$ cat config.mk
export PLATFORM = sky130hd
export DESIGN_NAME = mcgc_top
export DESIGN_NICKNAME = d
export VERILOG_FILES = /design/src/mcgc_pkg.sv /design/src/mcgc_top.sv /design/src/mcgc_rst_sync.sv /design/src/mcgc_err_collect.sv
export SDC_FILE = /design/constraint.sdc
export NUM_CORES = 1
export LEC_CHECK = 0
export BUFFER_PORTS_ARGS = -buffer_cell sky130_fd_sc_hd__buf_2
export CORE_MARGIN = 3
export CORE_UTILIZATION = 35
export DETAILED_ROUTE_END_ITERATION = 6
export GPL_TIMING_DRIVEN = 0
export HOLD_SLACK_MARGIN = 0.08
export PLACE_DENSITY = 0.62
export SYNTH_ARGS = -nofsm -noshare
export SYNTH_HDL_FRONTEND = slang
export SYNTH_SLANG_ARGS = --single-unit
$ cat constraint.sdc
create_clock -name sys_clk -period 8.8 [get_ports sys_clk]
set_input_delay 2.64 -clock sys_clk [delete_from_list [all_inputs] [get_ports sys_clk]]
set_output_delay 2.64 -clock sys_clk [all_outputs]
set_load 0.005 [all_outputs]
$ cat src/mcgc_pkg.sv
package mcgc_pkg;
  // Register selects on the model-specific register port
  localparam logic [1:0] REG_CAP       = 2'h0;
  localparam logic [1:0] REG_STATE     = 2'h1;
  localparam logic [1:0] REG_ENABLE    = 2'h2;
  localparam logic [1:0] REG_LEGACY    = 2'h3;
  // Capability field positions
  localparam int CAP_COUNT_LSB  = 0;
  localparam int CAP_CTL_P_BIT  = 8;
  localparam int CAP_EXT_P_BIT  = 9;
  localparam int CAP_EXT_LSB    = 16;
  // Base address of extended state registers
  localparam logic [31:0] EXT_STATE_BASE = 32'h0000_0180;
  // Global state field positions
  localparam int ST_RESTART_PTR_VALID_BIT = 0;
  localparam int ST_ERROR_PTR_VALID_BIT = 1;
  localparam int ST_CHECK_IN_PROGRESS_BIT = 2;
  // Reset values
  localparam logic [63:0] ENABLE_RESET = 64'h0;
  localparam logic [2:0]  STATE_RESET  = 3'h0;
  localparam logic [1:0]  LTYPE_RESET  = 2'h0;
  localparam logic [63:0] LADDR_RESET  = 64'h0;
  localparam logic [63:0] RDATA_RESET  = 64'h0;
  // Error source kinds
  localparam int SRC_BUS    = 0;
  localparam int SRC_ECC    = 1;
  localparam int SRC_PARITY = 2;
  localparam int SRC_CACHE  = 3;
  localparam int SRC_TLB    = 4;
  localparam int NUM_SRC    = 5;
  // Legacy error type codes
  localparam logic [1:0] LTYPE_READ_PARITY = 2'h1;
  localparam logic [1:0] LTYPE_BUS_FAIL    = 2'h2;

  // Control flow states
  typedef enum logic [2:0] {
    MCGC_RUN      = 3'b001,
    MCGC_ABORT    = 3'b010,
    MCGC_SHUTDOWN = 3'b100
  } mcgc_state_t;

  // All-ones test on enable value
  function automatic logic mcgc_all_ones(input logic [63:0] v);
    return &v;
  endfunction
endpackage

$ cat src/mcgc_top.sv
// Summary of operation
// - Detected error raises abort-class machine check
// - Detect bus, ECC, parity, cache, TLB errors
// - Each unit hits bank (kind mod bank count); with 4 banks TLB shares bank 0 with bus
// - Capability low byte reports bank count
// - Bit 8 set when enable register exists
// - Bit 9 set only if extended registers exist
// - Bits 16-23 give extended register count
// - Capability reserved bits zero, writes ignored
// - Legacy capability keeps only count, bit 8
// - Restart pointer flag set when resumable
// - Error pointer flag set when instruction linked
// - Check-in-progress set on exception, software-writable
// - Second event while in progress causes shutdown
// - Global state bits 3-63 reserved
// - Enable register only when present flag set
// - All ones enables, all zeros disables
// - Other enable values: any one bit set enables
// - Legacy mode logs type, address before exception
`timescale 1ns/1ps
module mcgc_top
  import mcgc_pkg::*;
#(
  parameter int          NBANK      = 4,      // Banks implemented
  parameter bit          CTL_PRESENT = 1'b1,  // Enable register implemented
  parameter bit          EXT_PRESENT = 1'b0,  // Extended state implemented
  parameter logic [7:0]  EXT_COUNT  = 8'h00,  // Extended register count
  parameter bit          LEGACY_CAP = 1'b0    // Older capability layout
)
(
  input  wire logic              sys_clk,
  input  wire logic              nrst,
  input  wire logic [NUM_SRC-1:0] err_src,
  input  wire logic              err_restartable,
  input  wire logic              err_ip_linked,
  input  wire logic              legacy_mode,
  input  wire logic              legacy_read_parity,
  input  wire logic              legacy_bus_fail,
  input  wire logic [63:0]       legacy_addr_in,
  input  wire logic              msr_rd,
  input  wire logic              msr_wr,
  input  wire logic [1:0]        msr_sel,
  input  wire logic [63:0]       msr_wdata,
  output logic [63:0]            msr_rdata,
  output logic                   msr_fault,
  output logic                   machine_check_abort,
  output logic                   shutdown,
  output logic [1:0]             legacy_error_type,
  output logic [63:0]            legacy_error_address
);
  // Reset and error paths
  logic             rst_n;            // Synchronised reset
  logic [NBANK-1:0] bank_hit;         // Banks reporting this cycle
  logic             any_err;          // Any enabled-source error
  logic             legacy_err;       // Legacy-class error
  logic             event_req;        // Machine-check event request
  logic             features_on;      // Global enable in force
  // Register file and machine-check flags
  logic [63:0]      enable_q;         // Global enable register
  logic             restart_ptr_valid_q;           // Restart pointer valid
  logic             error_ptr_valid_q;           // Error pointer valid
  logic             check_in_progress_q;           // Check in progress
  logic             abort_q;          // Abort pulse register
  logic             legacy_pend_q;    // Legacy log done, raise next
  // Read path, control state and strobes
  logic [63:0]      cap_value;        // Capability read value
  logic [63:0]      rdata_d;          // Read data next
  mcgc_state_t      state_q;          // Control state
  mcgc_state_t      state_d;          // Control state next
  logic             st_wr;            // Software write of global state
  logic             en_wr;            // Software write of enable

  // An event becomes an abort only from run with no check pending;
  // shared by the pulse and the flag capture so both agree on one cycle
  function automatic logic take_abort
  (
    input mcgc_state_t st,
    input logic        ev,
    input logic        busy
  );
    return (st == MCGC_RUN) && ev && !busy;
  endfunction

  // Register select decode, shared by the strobes and the fault
  function automatic logic sel_hit
  (
    input logic [1:0] sel,
    input logic [1:0] which
  );
    return (sel == which);
  endfunction

  // Reset release
  mcgc_rst_sync u_rst_sync
  (
    .sys_clk    (sys_clk),
    .nrst       (nrst),
    .rst_n_sync (rst_n)
  );

  // Error source collection; banks are not masked here,
  // the global enable gates the combined event instead
  mcgc_err_collect #(.NBANK(NBANK)) u_err_collect
  (
    .err_src      (err_src),
    .src_bank_sel ({NBANK{1'b1}}),
    .bank_hit     (bank_hit),
    .any_err      (any_err)
  );

  // Enable in force: without the register, checking is always on
  always_comb
  begin
    // Register built: all ones arms, all zeros disarms, any set bit arms
    if (CTL_PRESENT)
      features_on = |enable_q;
    // Register absent: nothing can disarm the checks
    else
      features_on = 1'b1;
  end

  // Legacy errors logged first, exception raised one cycle later
  assign legacy_err = legacy_mode && (legacy_read_parity || legacy_bus_fail);

  // A machine-check event, from either path; core sources are masked in
  // legacy mode so one fault is never reported twice
  assign event_req = features_on && ((any_err && !legacy_mode) || legacy_pend_q);

  // Software write strobes
  assign st_wr = msr_wr && sel_hit(msr_sel, REG_STATE);
  // Enable writes are dropped when the register is not built
  assign en_wr = msr_wr && sel_hit(msr_sel, REG_ENABLE) && CTL_PRESENT;

  // Capability value from build options
  always_comb
  begin
    // Reserved bits stay clear; writes never reach this word
    cap_value = 64'h0;
    // Bank count and enable-present flag exist in both layouts
    cap_value[CAP_COUNT_LSB +: 8] = 8'(NBANK);
    cap_value[CAP_CTL_P_BIT] = CTL_PRESENT;
    // Extended layout adds the extended-state flag and its count
    if (!LEGACY_CAP)
    begin
      cap_value[CAP_EXT_P_BIT] = EXT_PRESENT;
      cap_value[CAP_EXT_LSB +: 8] = EXT_PRESENT ? EXT_COUNT : 8'h00;
    end
    // Legacy layout keeps bits 9 and up clear
    else
    begin
      cap_value[63:9] = 55'h0;
    end
  end

  // Control state next
  always_comb
  begin
    // Hold by default; run leaves only on an event, abort always leaves
    state_d = state_q;
    unique case (state_q)
      MCGC_RUN:
      begin
        // An event while a check is still pending shuts the core down
        if (event_req)
          state_d = check_in_progress_q ? MCGC_SHUTDOWN : MCGC_ABORT;
      end
      MCGC_ABORT:
      begin
        // Abort taken; a further event in this cycle shuts the core down
        if (event_req)
          state_d = MCGC_SHUTDOWN;
        // Quiet cycle: back to run, the pending flag guards the rest
        else
          state_d = MCGC_RUN;
      end
      MCGC_SHUTDOWN:
      begin
        state_d = MCGC_SHUTDOWN; // Held until reset
      end
      default:
      begin
        // Illegal code: fail safe into shutdown
        state_d = MCGC_SHUTDOWN;
      end
    endcase
  end

  // Control state register
  always_ff @(posedge sys_clk or negedge rst_n)
  begin
    // Reset returns to run
    if (!rst_n)
      state_q <= MCGC_RUN;
    else
      state_q <= state_d;
  end

  // Abort pulse, one cycle per accepted event; the state leaves run on
  // the same edge, so the pulse cannot stretch
  always_ff @(posedge sys_clk or negedge rst_n)
  begin
    if (!rst_n)
      abort_q <= 1'b0;
    else
      abort_q <= take_abort(state_q, event_req, check_in_progress_q);
  end

  // Global state flags; hardware set wins over software write
  always_ff @(posedge sys_clk or negedge rst_n)
  begin
    if (!rst_n)
    begin
      // All three flags clear out of reset
      {check_in_progress_q, error_ptr_valid_q, restart_ptr_valid_q} <= STATE_RESET;
    end
    // Hardware capture of the event context
    else if (take_abort(state_q, event_req, check_in_progress_q))
    begin
      restart_ptr_valid_q <= err_restartable;
      error_ptr_valid_q <= err_ip_linked;
      check_in_progress_q <= 1'b1;
    end
    // Software may set or clear any flag
    else if (st_wr)
    begin
      restart_ptr_valid_q <= msr_wdata[ST_RESTART_PTR_VALID_BIT];
      error_ptr_valid_q <= msr_wdata[ST_ERROR_PTR_VALID_BIT];
      check_in_progress_q <= msr_wdata[ST_CHECK_IN_PROGRESS_BIT];
    end
  end

  // Global enable register
  always_ff @(posedge sys_clk or negedge rst_n)
  begin
    // With the register built, checking stays off until software arms it
    if (!rst_n)
      enable_q <= ENABLE_RESET;
    // Any value is stored and read back; only the armed test acts on it
    else if (en_wr)
      enable_q <= msr_wdata;
  end

  // Legacy log: type and address captured before the exception
  always_ff @(posedge sys_clk or negedge rst_n)
  begin
    if (!rst_n)
    begin
      // Log empty after reset
      legacy_error_type    <= LTYPE_RESET;
      legacy_error_address <= LADDR_RESET;
      legacy_pend_q        <= 1'b0;
    end
    else
    begin
      // Exception request follows one cycle after the log, only when armed
      legacy_pend_q <= legacy_err && features_on;
      // Parity takes the type code when both report at once
      if (legacy_err)
      begin
        legacy_error_type    <= legacy_read_parity ? LTYPE_READ_PARITY : LTYPE_BUS_FAIL;
        legacy_error_address <= legacy_addr_in;
      end
    end
  end

  // Read mux
  always_comb
  begin
    // Default keeps the read path free of latches
    rdata_d = 64'h0;
    unique case (msr_sel)
      REG_CAP:    rdata_d = cap_value;
      REG_STATE:  rdata_d = {61'h0, check_in_progress_q, error_ptr_valid_q, restart_ptr_valid_q};
      REG_ENABLE: rdata_d = CTL_PRESENT ? enable_q : 64'h0;
      // Legacy log packs the address above the type code
      REG_LEGACY: rdata_d = {legacy_error_address[61:0], legacy_error_type};
    endcase
  end

  // Read data and fault registered
  always_ff @(posedge sys_clk or negedge rst_n)
  begin
    if (!rst_n)
    begin
      // Bus outputs quiet in reset
      msr_rdata <= RDATA_RESET;
      msr_fault <= 1'b0;
    end
    else
    begin
      // Read data holds until the next read
      if (msr_rd)
        msr_rdata <= rdata_d;
      // Absent enable register faults on access
      msr_fault <= (msr_rd || msr_wr) && sel_hit(msr_sel, REG_ENABLE) && !CTL_PRESENT;
    end
  end

  // Abort pulse and shutdown level to the core
  assign machine_check_abort = abort_q;
  assign shutdown = (state_q == MCGC_SHUTDOWN);
endmodule // mcgc_top

$ cat src/mcgc_rst_sync.sv
`timescale 1ns/1ps
module mcgc_rst_sync
  import mcgc_pkg::*;
(
  input  wire logic sys_clk,
  input  wire logic nrst,
  output logic      rst_n_sync
);
  logic s1_q;  // First stage
  logic s2_q;  // Second stage

  // Two-flop release of reset
  always_ff @(posedge sys_clk or negedge nrst)
  begin
    if (!nrst)
    begin
      s1_q <= 1'b0;
      s2_q <= 1'b0;
    end
    else
    begin
      s1_q <= 1'b1;
      s2_q <= s1_q;
    end
  end

  assign rst_n_sync = s2_q;
endmodule // mcgc_rst_sync

$ cat src/mcgc_err_collect.sv
`timescale 1ns/1ps
module mcgc_err_collect
  import mcgc_pkg::*;
#(
  parameter int NBANK = 4
)
(
  input  wire logic [NUM_SRC-1:0] err_src,
  input  wire logic [NBANK-1:0]   src_bank_sel,
  output logic [NBANK-1:0]        bank_hit,
  output logic                    any_err
);
  // Each unit reports through bank (kind mod NBANK); with 4 banks TLB shares bank 0 with bus
  always_comb
  begin
    bank_hit = '0;
    for (int i = 0; i < NUM_SRC; i++)
    begin
      if (err_src[i])
      begin
        bank_hit[i % NBANK] = 1'b1;
      end
    end
    bank_hit = bank_hit & src_bank_sel;
    any_err  = |bank_hit;
  end
endmodule // mcgc_err_collect

==> results.cfg, run 1 <==
[sta]
fin_ws_ns = 4.85
fin_worst_skew_ns = 0.0271
rsz0062_at_grt = no
slew_headroom_pct = 49.8
tightest_slew_ns = 0.753
hold_viol = 0
min_period_over_period_pct = 44.9
drv_slew = 0
setup_viol = 0
period_minus_slack_ns = 3.95
clock.fmax_ghz = 0.253
tns_ns = 0

[clock_network]
cts_tree = yes
cts_buffers = 23
clkSinkCount = 204
htreeDepth = 1
clkTransAtPathRegs_ns = 0.06
cts_setup_buffers = 0
cts_buffer_depth = 3
worstSkewPairLatency_ns = 0.52
cts_resized = 0
clockRootBuffer = clkbuf_16
ctsHoldBuffers = 0

[final_layout]
final_util_pct = 46.7
area_delta_synth_final_pct = 31.2
seqCellArea_um2 = 5110
multiInputGateArea_um2 = 2890
finalNetCount = 1064
fillers = 2226
layout-drive-gt1-share_pct = 50.4

[detailed_routing]
vias = 5987
drt_iter0_markers = 239
met3_length_um = 1450
drc = 0
routed-wl-met2_um = 11600
drt-wirelength-per-cell_um = 19.0
avgViaCountPerCell = 4.77
drtAntennaViolNets = 0
highest_layer = met5
drt-pass1-iter-count = 4
m1WireLength_um = 10300
finalWirelength_um = 23800

[power_and_ir_drop]
power_frac_comb_pct = 15.3
peakVddDrop_v = 0.000110
p_int_uw = 1870
pwr_density_cell_nw_per_um2 = 229
p_sw_uw = 657
p_leak_uw = 0.00537
clkPwrFrac_pct = 37.7
seqPwrFrac_pct = 47.0
swShare_pct = 26.0

[logic_synthesis]
synth_top_area_share_pct = 60.6
ys_seq_elements = 204
syn_area_um2 = 8390
synthCells = 618
syn_area_per_cell_um2 = 13.6
synth_area_leaders = dfrtp_1, mux2_2, mux2i_1
synthesis.nets = 762
yosysSeqAreaShare_pct = 60.9
synth.distinct_cells = 31
yosys.area.top_type = dfrtp_1
yosysWarningCount = 0

[worst_setup_path]
cpMostUsedCell = clkbuf_1
crit_path_cell_trace = clkbuf_1, nand3b_1, clkbuf_1, buf_2, mux2_2
worstSetupPathType = primary input to register
crit_path_start_kind = primary input
cp-end-kind = register
cp_max_fo = 10
critPathSlowestCell = clkbuf_1
r2r.worst_path.cells = 5
cp_data_arrival_time_ns = 4.33
r2r_start = enable_q[41]
r2r_end = error_ptr_valid_q
r2r_slack_ns = 6.43
slowest_delay_ns = 0.58
required_ns = 9.18

[grt]
grt_max_degree = 65
grt_overflow = 0
grt_antenna_before_repair = 4
grt_usage_pct = 18.0
grt_pass1_wl_um = 36700
grt_pass1_vias = 6264

[floorplanning]
fp.dieH_um = 161
dieArea_um2 = 25900
rows = 56
coreArea_um2 = 23500
die_x_um = 161
num_io_pins = 277
start_util_pct = 35.6

[status]
status = finished, final reports clean

[run]
maxCapViolCount = 0

[min_path]
hold_class = register to async pin

[placement]
place_congestion = 0.750
portBuffers = 274
dp_hpwl_um = 17500
dp_worst_setup_slack_ns = 4.26
==> registers in the layout, summed over array words and instances, names as in the netlist <==
register and cells:
msr_rdata 64, u_rst_sync.rst_n_sync 1, legacy_error_address 64, restart_ptr_valid_q 1, error_ptr_valid_q 1, legacy_pend_q 1, u_rst_sync.s1_q 1, machine_check_abort 1
state_q 3, enable_q 64, legacy_error_type 2, check_in_progress_q 1
==> cell type report <==
cell class	count	area share, %
flip-flops and latches	204	46.4
clock inverters	6	0.534
well taps	319	3.63
inverters	62	2.11
plain buffers	36	1.46
diodes	1	0.0227
repair buffers	277	13.2
multi-input cells	316	26.2
clock buffers	35	6.37
==> critical path: cells and delay by family <==
kind | cells | cell delay [ns]
AND/OR/NAND/NOR | 1 | 0.13
buffers and inverters | 3 | 1.18
multiplexers | 1 | 0.38
==> stage by stage <==
| stage | instances | hold slack (ns) | power (uW) | area (um^2) |
|---|---|---|---|---|
| after global placement | 1211 | 0.336 | 1580 | 10200 |
| after floorplan | 618 | 0.331 | 1390 | 8390 |
| after detailed placement | 1214 | 0.282 | 1600 | 10200 |
| final | 1256 | 0.269 | 2520 | 11000 |
| after global routing | 1256 | 0.305 | 2650 | 11000 |
| after CTS | 1255 | 0.285 | 2570 | 11000 |
==> cells in the final DEF, fill, tap and decap left out <==
master,netlist,routed
buf_16,0,3
buf_2,17,291
bufinv_16,0,1
nand2_1,5,5
dfrtp_1,203,202
nor4_4,1,1
inv_6,0,1
dfrtp_4,0,1
nand2b_1,1,1
nor3_2,1,1
or3_1,1,1
clkbuf_16,0,23
dfstp_2,1,1
a211oi_1,2,2
nor3b_1,2,2
clkbuf_8,0,8
o21ai_0,1,1
buf_4,1,1
a211o_1,1,1
nor2b_1,1,1
inv_1,62,62
mux2i_1,61,61
conb_1,2,2
mux2_4,2,2
nor4_1,16,16
a22o_1,1,1
o22ai_1,60,60
mux2_2,134,134
a311o_1,1,1
clkinv_2,0,4
a21oi_1,7,7
nand4_1,4,4
a22oi_1,3,3
clkbuf_1,9,13
nor3_1,2,2
diode_2,0,1
buf_1,9,9
nor2_1,6,6
nand3b_1,1,1
==> per-layer routing <==
metal  track usage (%)  vias to the layer above
met5                 0                        -
met4              3.56                        6
met3              4.62                       36
met2              30.4                      175
met1              23.6                     2973
li1                  -                     2797
==> how the worst max path moves through the flow <==
stage / startpoint / endpoint / slack [ns]
floorplan: u_rst_sync.rst_n_sync / check_in_progress_q / 2.70
global placement: u_rst_sync.rst_n_sync / legacy_error_address[35] / 0.008
detailed placement: msr_sel[1] / enable_q[43] / 4.26
CTS: msr_sel[1] / enable_q[43] / 4.79
global route: msr_sel[1] / enable_q[45] / 4.72
finish: msr_sel[1] / enable_q[43] / 4.85
==> synthesized netlist by cell type <==
cell type	count
buf_1	9
nor3_1	2
nor2_1	6
a22o_1	1
a211oi_1	2
buf_2	17
buf_4	1
nand2_1	5
nand4_1	4
nand2b_1	1
nor2b_1	1
a311o_1	1
clkbuf_1	9
o21ai_0	1
nor3b_1	2
o22ai_1	60
conb_1	2
dfstp_2	1
dfrtp_1	203
nor4_4	1
mux2i_1	61
mux2_2	134
a211o_1	1
nor3_2	1
mux2_4	2
nor4_1	16
inv_1	62
a21oi_1	7
a22oi_1	3
nand3b_1	1
or3_1	1
==> cell families (layout without fill, tap and decap cells) <==
logic type             after synthesis  count (layout)  share of synthesized area [%]
AO/OA/AOI/OAI                       76              76                           5.73
multiplexers                       197             197                           25.6
other                                2               3                         0.0896
flip-flops                         204             204                           60.9
buffers and inverters               98             416                           4.69
AND/OR/NAND/NOR                     41              41                           2.97
==> power groups by stage <==
| stage | clock network [uW] | registers (uW) | logic [uW] |
|---|---|---|---|
| 6_report | 952 | 1190 | 386 |
| 3_3_place_gp | 0 | 1210 | 364 |
| 5_1_grt | 1020 | 1210 | 428 |
| 3_5_place_dp | 0 | 1200 | 394 |
| 2_1_floorplan | 0 | 1190 | 204 |
| 4_1_cts | 985 | 1190 | 395 |
No activity file was read; power rests on OpenSTA's default activity.
==> inputs of run 2 (changes only) <==
PLACE_DENSITY = 0.64   (was 0.62)
clock period = 3.3 ns   (was 8.8 ns; I/O delays follow)
==> results.cfg, run 2 (synthesized netlist as in run 1, its figures left out) <==
[status]
status = finished, final reports clean

[final_layout]
finalNetCount = 1064
multiInputGateArea_um2 = 2890
largestRegisters = enable_q: 64 flops, legacy_error_address: 64 flops, msr_rdata: 64 flops
fin_area_um2 = 11000
area_delta_synth_final_pct = 31.2
layout-drive-gt1-share_pct = 50.2
final_common_cell = buf_2
seqCellArea_um2 = 5110
final_cell_mix = buf_2, dfrtp_1, mux2_2, inv_1, mux2i_1
diodes = 0
fillers = 2248

[floorplanning]
die_x_um = 161
rows = 56
dieArea_um2 = 25900
fp.dieH_um = 161
start_util_pct = 35.6
num_io_pins = 277
coreArea_um2 = 23500

[sta]
period_minus_slack_ns = 2.52
rsz0062_at_grt = no
slew_headroom_pct = 39.2
setup_viol = 0
tns_ns = 0
tightest_slew_ns = 0.912
fin_worst_skew_ns = 0.00880
clock.fmax_ghz = 0.398
min_period_over_period_pct = 76.2
hold_ws_ns = 0.270
hold_viol = 0
drv_slew = 0

[worst_setup_path]
endpoint = legacy_error_address[35]
r2r_start = enable_q[34]
cp_num_buf_inv = 3
slowest_delay_ns = 0.73
r2r_end = restart_ptr_valid_q
critPathSlowestCell = clkbuf_1
crit_path_cell_trace = buf_2, o21ai_0, clkbuf_1, buf_2, mux2_2
path_delay_family = buffers and inverters
cpMostUsedCell = buf_2
cp_max_fo = 10
cp_data_arrival_time_ns = 2.90
worstSetupPathType = primary input to register
cp-startpoint = legacy_bus_fail
worst-path-stages = 5
crit_path_start_kind = primary input
required_ns = 3.68
r2r.worst_path.cells = 5
r2r_slack_ns = 1.05
cp-end-kind = register

[clock_network]
ctsHoldBuffers = 0
cts_resized = 0
cts_setup_buffers = 0
clkTransAtPathRegs_ns = 0.06
cts_buffers = 23
clockRootBuffer = clkbuf_16
cts_buffer_depth = 3
clkSinkCount = 204
worstSkewPairLatency_ns = 0.50
cts_tree = yes
htreeDepth = 1

[detailed_routing]
finalWirelength_um = 23900
drt-pass1-iter-count = 4
drt_iter0_markers = 265
drt-wirelength-per-cell_um = 19.1
vias = 6014
avgViaCountPerCell = 4.80
drtAntennaViolNets = 0
drc = 0

[grt]
grt_overflow = 0
grt_pass1_vias = 6322
grt_usage_pct = 18.0
grt_max_degree = 66
grt_pass1_wl_um = 36900
grt_antenna_before_repair = 2

[power_and_ir_drop]
peakVddDrop_v = 0.000520
pwr_density_cell_nw_per_um2 = 616
p_leak_uw = 0.00536

[placement]
place_congestion = 0.801
portBuffers = 274
dp_hpwl_um = 17800
placed_area_um2 = 10200

[min_path]
hold_class = primary input to async pin

[run]
maxCapViolCount = 0
-- run 2: changes by cell type in the layout (fill, tap and decap cells not counted) --
cell,previous run,this run
clkbuf_8,8,4
clkinvlp_4,0,1
clkinv_2,4,2
diode_2,1,0
inv_6,1,0
clkbuf_1,13,14
bufinv_16,1,3
-- run 2: worst min-delay path by stage --
stage | startpoint | endpoint | slack (ns) | cells after the start
global placement | u_rst_sync.s1_q | u_rst_sync.rst_n_sync | 0.33 | 0
finish | nrst | u_rst_sync.rst_n_sync | 0.27 | 1
floorplan | u_rst_sync.s1_q | u_rst_sync.rst_n_sync | 0.33 | 0
CTS | nrst | u_rst_sync.rst_n_sync | 0.24 | 1
global route | nrst | u_rst_sync.rst_n_sync | 0.25 | 1
detailed placement | u_rst_sync.rst_n_sync | legacy_error_address[9] | 0.29 | 0
-- run 2: power breakdown --
part	total, uW	leakage [uW]	internal (uW)	switching (uW)
Combinational	1030	0.00251	576	457
Clock	2580	0.000368	1600	985
Sequential	3160	0.00248	2870	293
-- run 2: layout make-up --
| class | count | area share, % |
|---|---|---|
| inverters | 62 | 2.12 |
| multi-input cells | 316 | 26.2 |
| clock inverters | 6 | 0.978 |
| plain buffers | 36 | 1.46 |
| clock buffers | 32 | 5.90 |
| repair buffers | 277 | 13.2 |
| flip-flops and latches | 204 | 46.5 |
| well taps | 319 | 3.63 |
-- run 2: routing by layer --
metal / GRT usage, % / part of all wire (%) / wire length, um
met3: 4.67 / 6.7 / 1610
met4: 3.44 / 2.0 / 468
met5: 0 / 0.11 / 27
met2: 29.8 / 47 / 11300
met1: 24.3 / 44 / 10500
-- run 2: stage by stage --
step / total power [uW] / util (%) / instances / setup WS (ns)
after floorplan: 3710 / - / 618 / 1.08
after global placement: 4220 / 43.2 / 1211 / 0.118
after detailed placement: 4260 / 43.5 / 1214 / 0.137
after CTS: 6870 / 46.7 / 1252 / 0.660
after global routing: 7110 / 46.7 / 1252 / 0.611
final: 6780 / 46.7 / 1252 / 0.785
==> inputs of run 3 (changes only) <==
PLACE_DENSITY = 0.62   (was 0.64)
clock period = 2.5 ns   (was 3.3 ns; I/O delays follow)
==> results.cfg, run 3 (synthesized netlist as in run 1, its figures left out) <==
[grt]
grt_pass1_wl_um = 36100
grt_antenna_before_repair = 5
grt_pass1_vias = 6226
grt_max_degree = 69
grt_overflow = 0
grt_usage_pct = 17.7

[detailed_routing]
drtAntennaViolNets = 0
drc = 0
drt_iter0_markers = 189
drt-wirelength-per-cell_um = 18.6
finalWirelength_um = 23400
avgViaCountPerCell = 4.78
drt-pass1-iter-count = 6
vias = 6017

[final_layout]
final_common_cell = buf_2
final_util_pct = 47.1
multiInputGateArea_um2 = 2890
largestRegisters = enable_q: 64 flops, legacy_error_address: 64 flops, msr_rdata: 64 flops
final_cell_mix = buf_2, dfrtp_1, mux2_2, inv_1, mux2i_1
layout-drive-gt1-share_pct = 50.6
seqCellArea_um2 = 5110
fin_area_um2 = 11100
fillers = 2183
finalNetCount = 1065
area_delta_synth_final_pct = 32.3

[sta]
fin_ws_ns = 0.248
tns_ns = 0
setup_viol = 0
rsz0062_at_grt = no
tightest_slew_ns = 0.737
slew_headroom_pct = 50.9
min_period_over_period_pct = 90.1
fin_worst_skew_ns = 0.0262
period_minus_slack_ns = 2.25
hold_viol = 0
drv_slew = 0
clock.fmax_ghz = 0.444

[clock_network]
cts_setup_buffers = 0
clockRootBuffer = clkbuf_16
cts_buffers = 23
clkSinkCount = 204
cts_buffer_depth = 3
clkTransAtPathRegs_ns = 0.06
worstSkewPairLatency_ns = 0.51
cts_tree = yes
htreeDepth = 1

[floorplanning]
fp.dieH_um = 161
die_x_um = 161
coreArea_um2 = 23500
dieArea_um2 = 25900
num_io_pins = 277
rows = 56
start_util_pct = 35.6

[status]
status = finished, final reports clean

[power_and_ir_drop]
clkPwrFrac_pct = 39.8
p_int_uw = 6860
p_sw_uw = 2320
power_frac_comb_pct = 14.8
seqPwrFrac_pct = 45.4
peakVddDrop_v = 0.000582
pwr_density_cell_nw_per_um2 = 827
swShare_pct = 25.2
p_leak_uw = 0.00540

[worst_setup_path]
slowest_delay_ns = 0.48
worstSetupPathType = register to register
critPathSlowestCell = nor4_1
cp_data_arrival_time_ns = 2.63
cp-end-kind = register
required_ns = 2.87
cp_max_fo = 5
crit_path_start_kind = register
crit_path_cell_trace = nor4_1, nand4_1, nor4_4, nor3_2, mux2_4

[placement]
dp_worst_setup_slack_ns = -0.117
place_congestion = 0.780
placed_area_um2 = 10200
portBuffers = 274
dp_hpwl_um = 17300

[run]
maxCapViolCount = 0

[min_path]
hold_class = register to async pin
-- run 3: final timing paths --
| path | from | end | slack [ns] | depth (start not counted) |
|---|---|---|---|---|
| max | enable_q[11] | error_ptr_valid_q | 0.25 | 5 |
| min | u_rst_sync.rst_n_sync | enable_q[7] | 0.30 | 0 |
| max reg2reg | enable_q[11] | error_ptr_valid_q | 0.25 | 5 |
| min reg2reg | u_rst_sync.rst_n_sync | enable_q[7] | 0.30 | 0 |
| max in group asynchronous | u_rst_sync.rst_n_sync | state_q[0] | 1.45 | 1 |
| min in group sys_clk | u_rst_sync.s1_q | u_rst_sync.rst_n_sync | 0.35 | 0 |
-- run 3: final cells by class --
class,instances,area share (%)
Timing Repair Buffer,278,13.2
Inverter,62,2.10
Buffer,36,1.44
Clock inverter,9,1.36
Tap cell,319,3.60
Antenna cell,2,0.0451
Clock buffer,33,6.16
Sequential cell,204,46.0
Multi-Input combinational cell,316,26.1
-- run 3: layer usage --
metal | vias to the layer above | GRT usage (%) | part of all wire, %
met3 | 36 | 4.38 | 6.7
li1 | 2813 | - | -
met1 | 2965 | 23.5 | 43
met4 | 6 | 3.75 | 2.1
met5 | - | 0 | 0.15
met2 | 197 | 29.7 | 48
-- run 3: per-stage QoR --
stage	power [uW]	instances	hold WS [ns]
4_1_cts	9340	1257	0.311
6_report	9180	1259	0.297
5_1_grt	9640	1259	0.327
3_3_place_gp	5560	1211	0.339
2_1_floorplan	4900	618	0.331
3_5_place_dp	5610	1214	0.309
-- run 3: worst max-delay path, delay by kind of cell (launching register included) --
| kind | cells | cell delay [ns] |
|---|---|---|
| and+or+nand+nor | 4 | 1.41 |
| DFF | 1 | 0.38 |
| muxes | 1 | 0.31 |
-- run 3: power by group through the flow --
stage / combinational [uW] / clock [uW] / sequential, uW
after floorplan: 718 / 0 / 4180
after global placement: 1280 / 0 / 4270
after detailed placement: 1380 / 0 / 4230
after CTS: 1390 / 3770 / 4170
after global routing: 1510 / 3890 / 4240
final: 1360 / 3650 / 4170
-- run 3: repair_timing --
action,CTS,global route
hold buffers,1,0
endpoints found under the setup margin,0,1
resized for setup,0,1
hold endpoints to repair,2,0
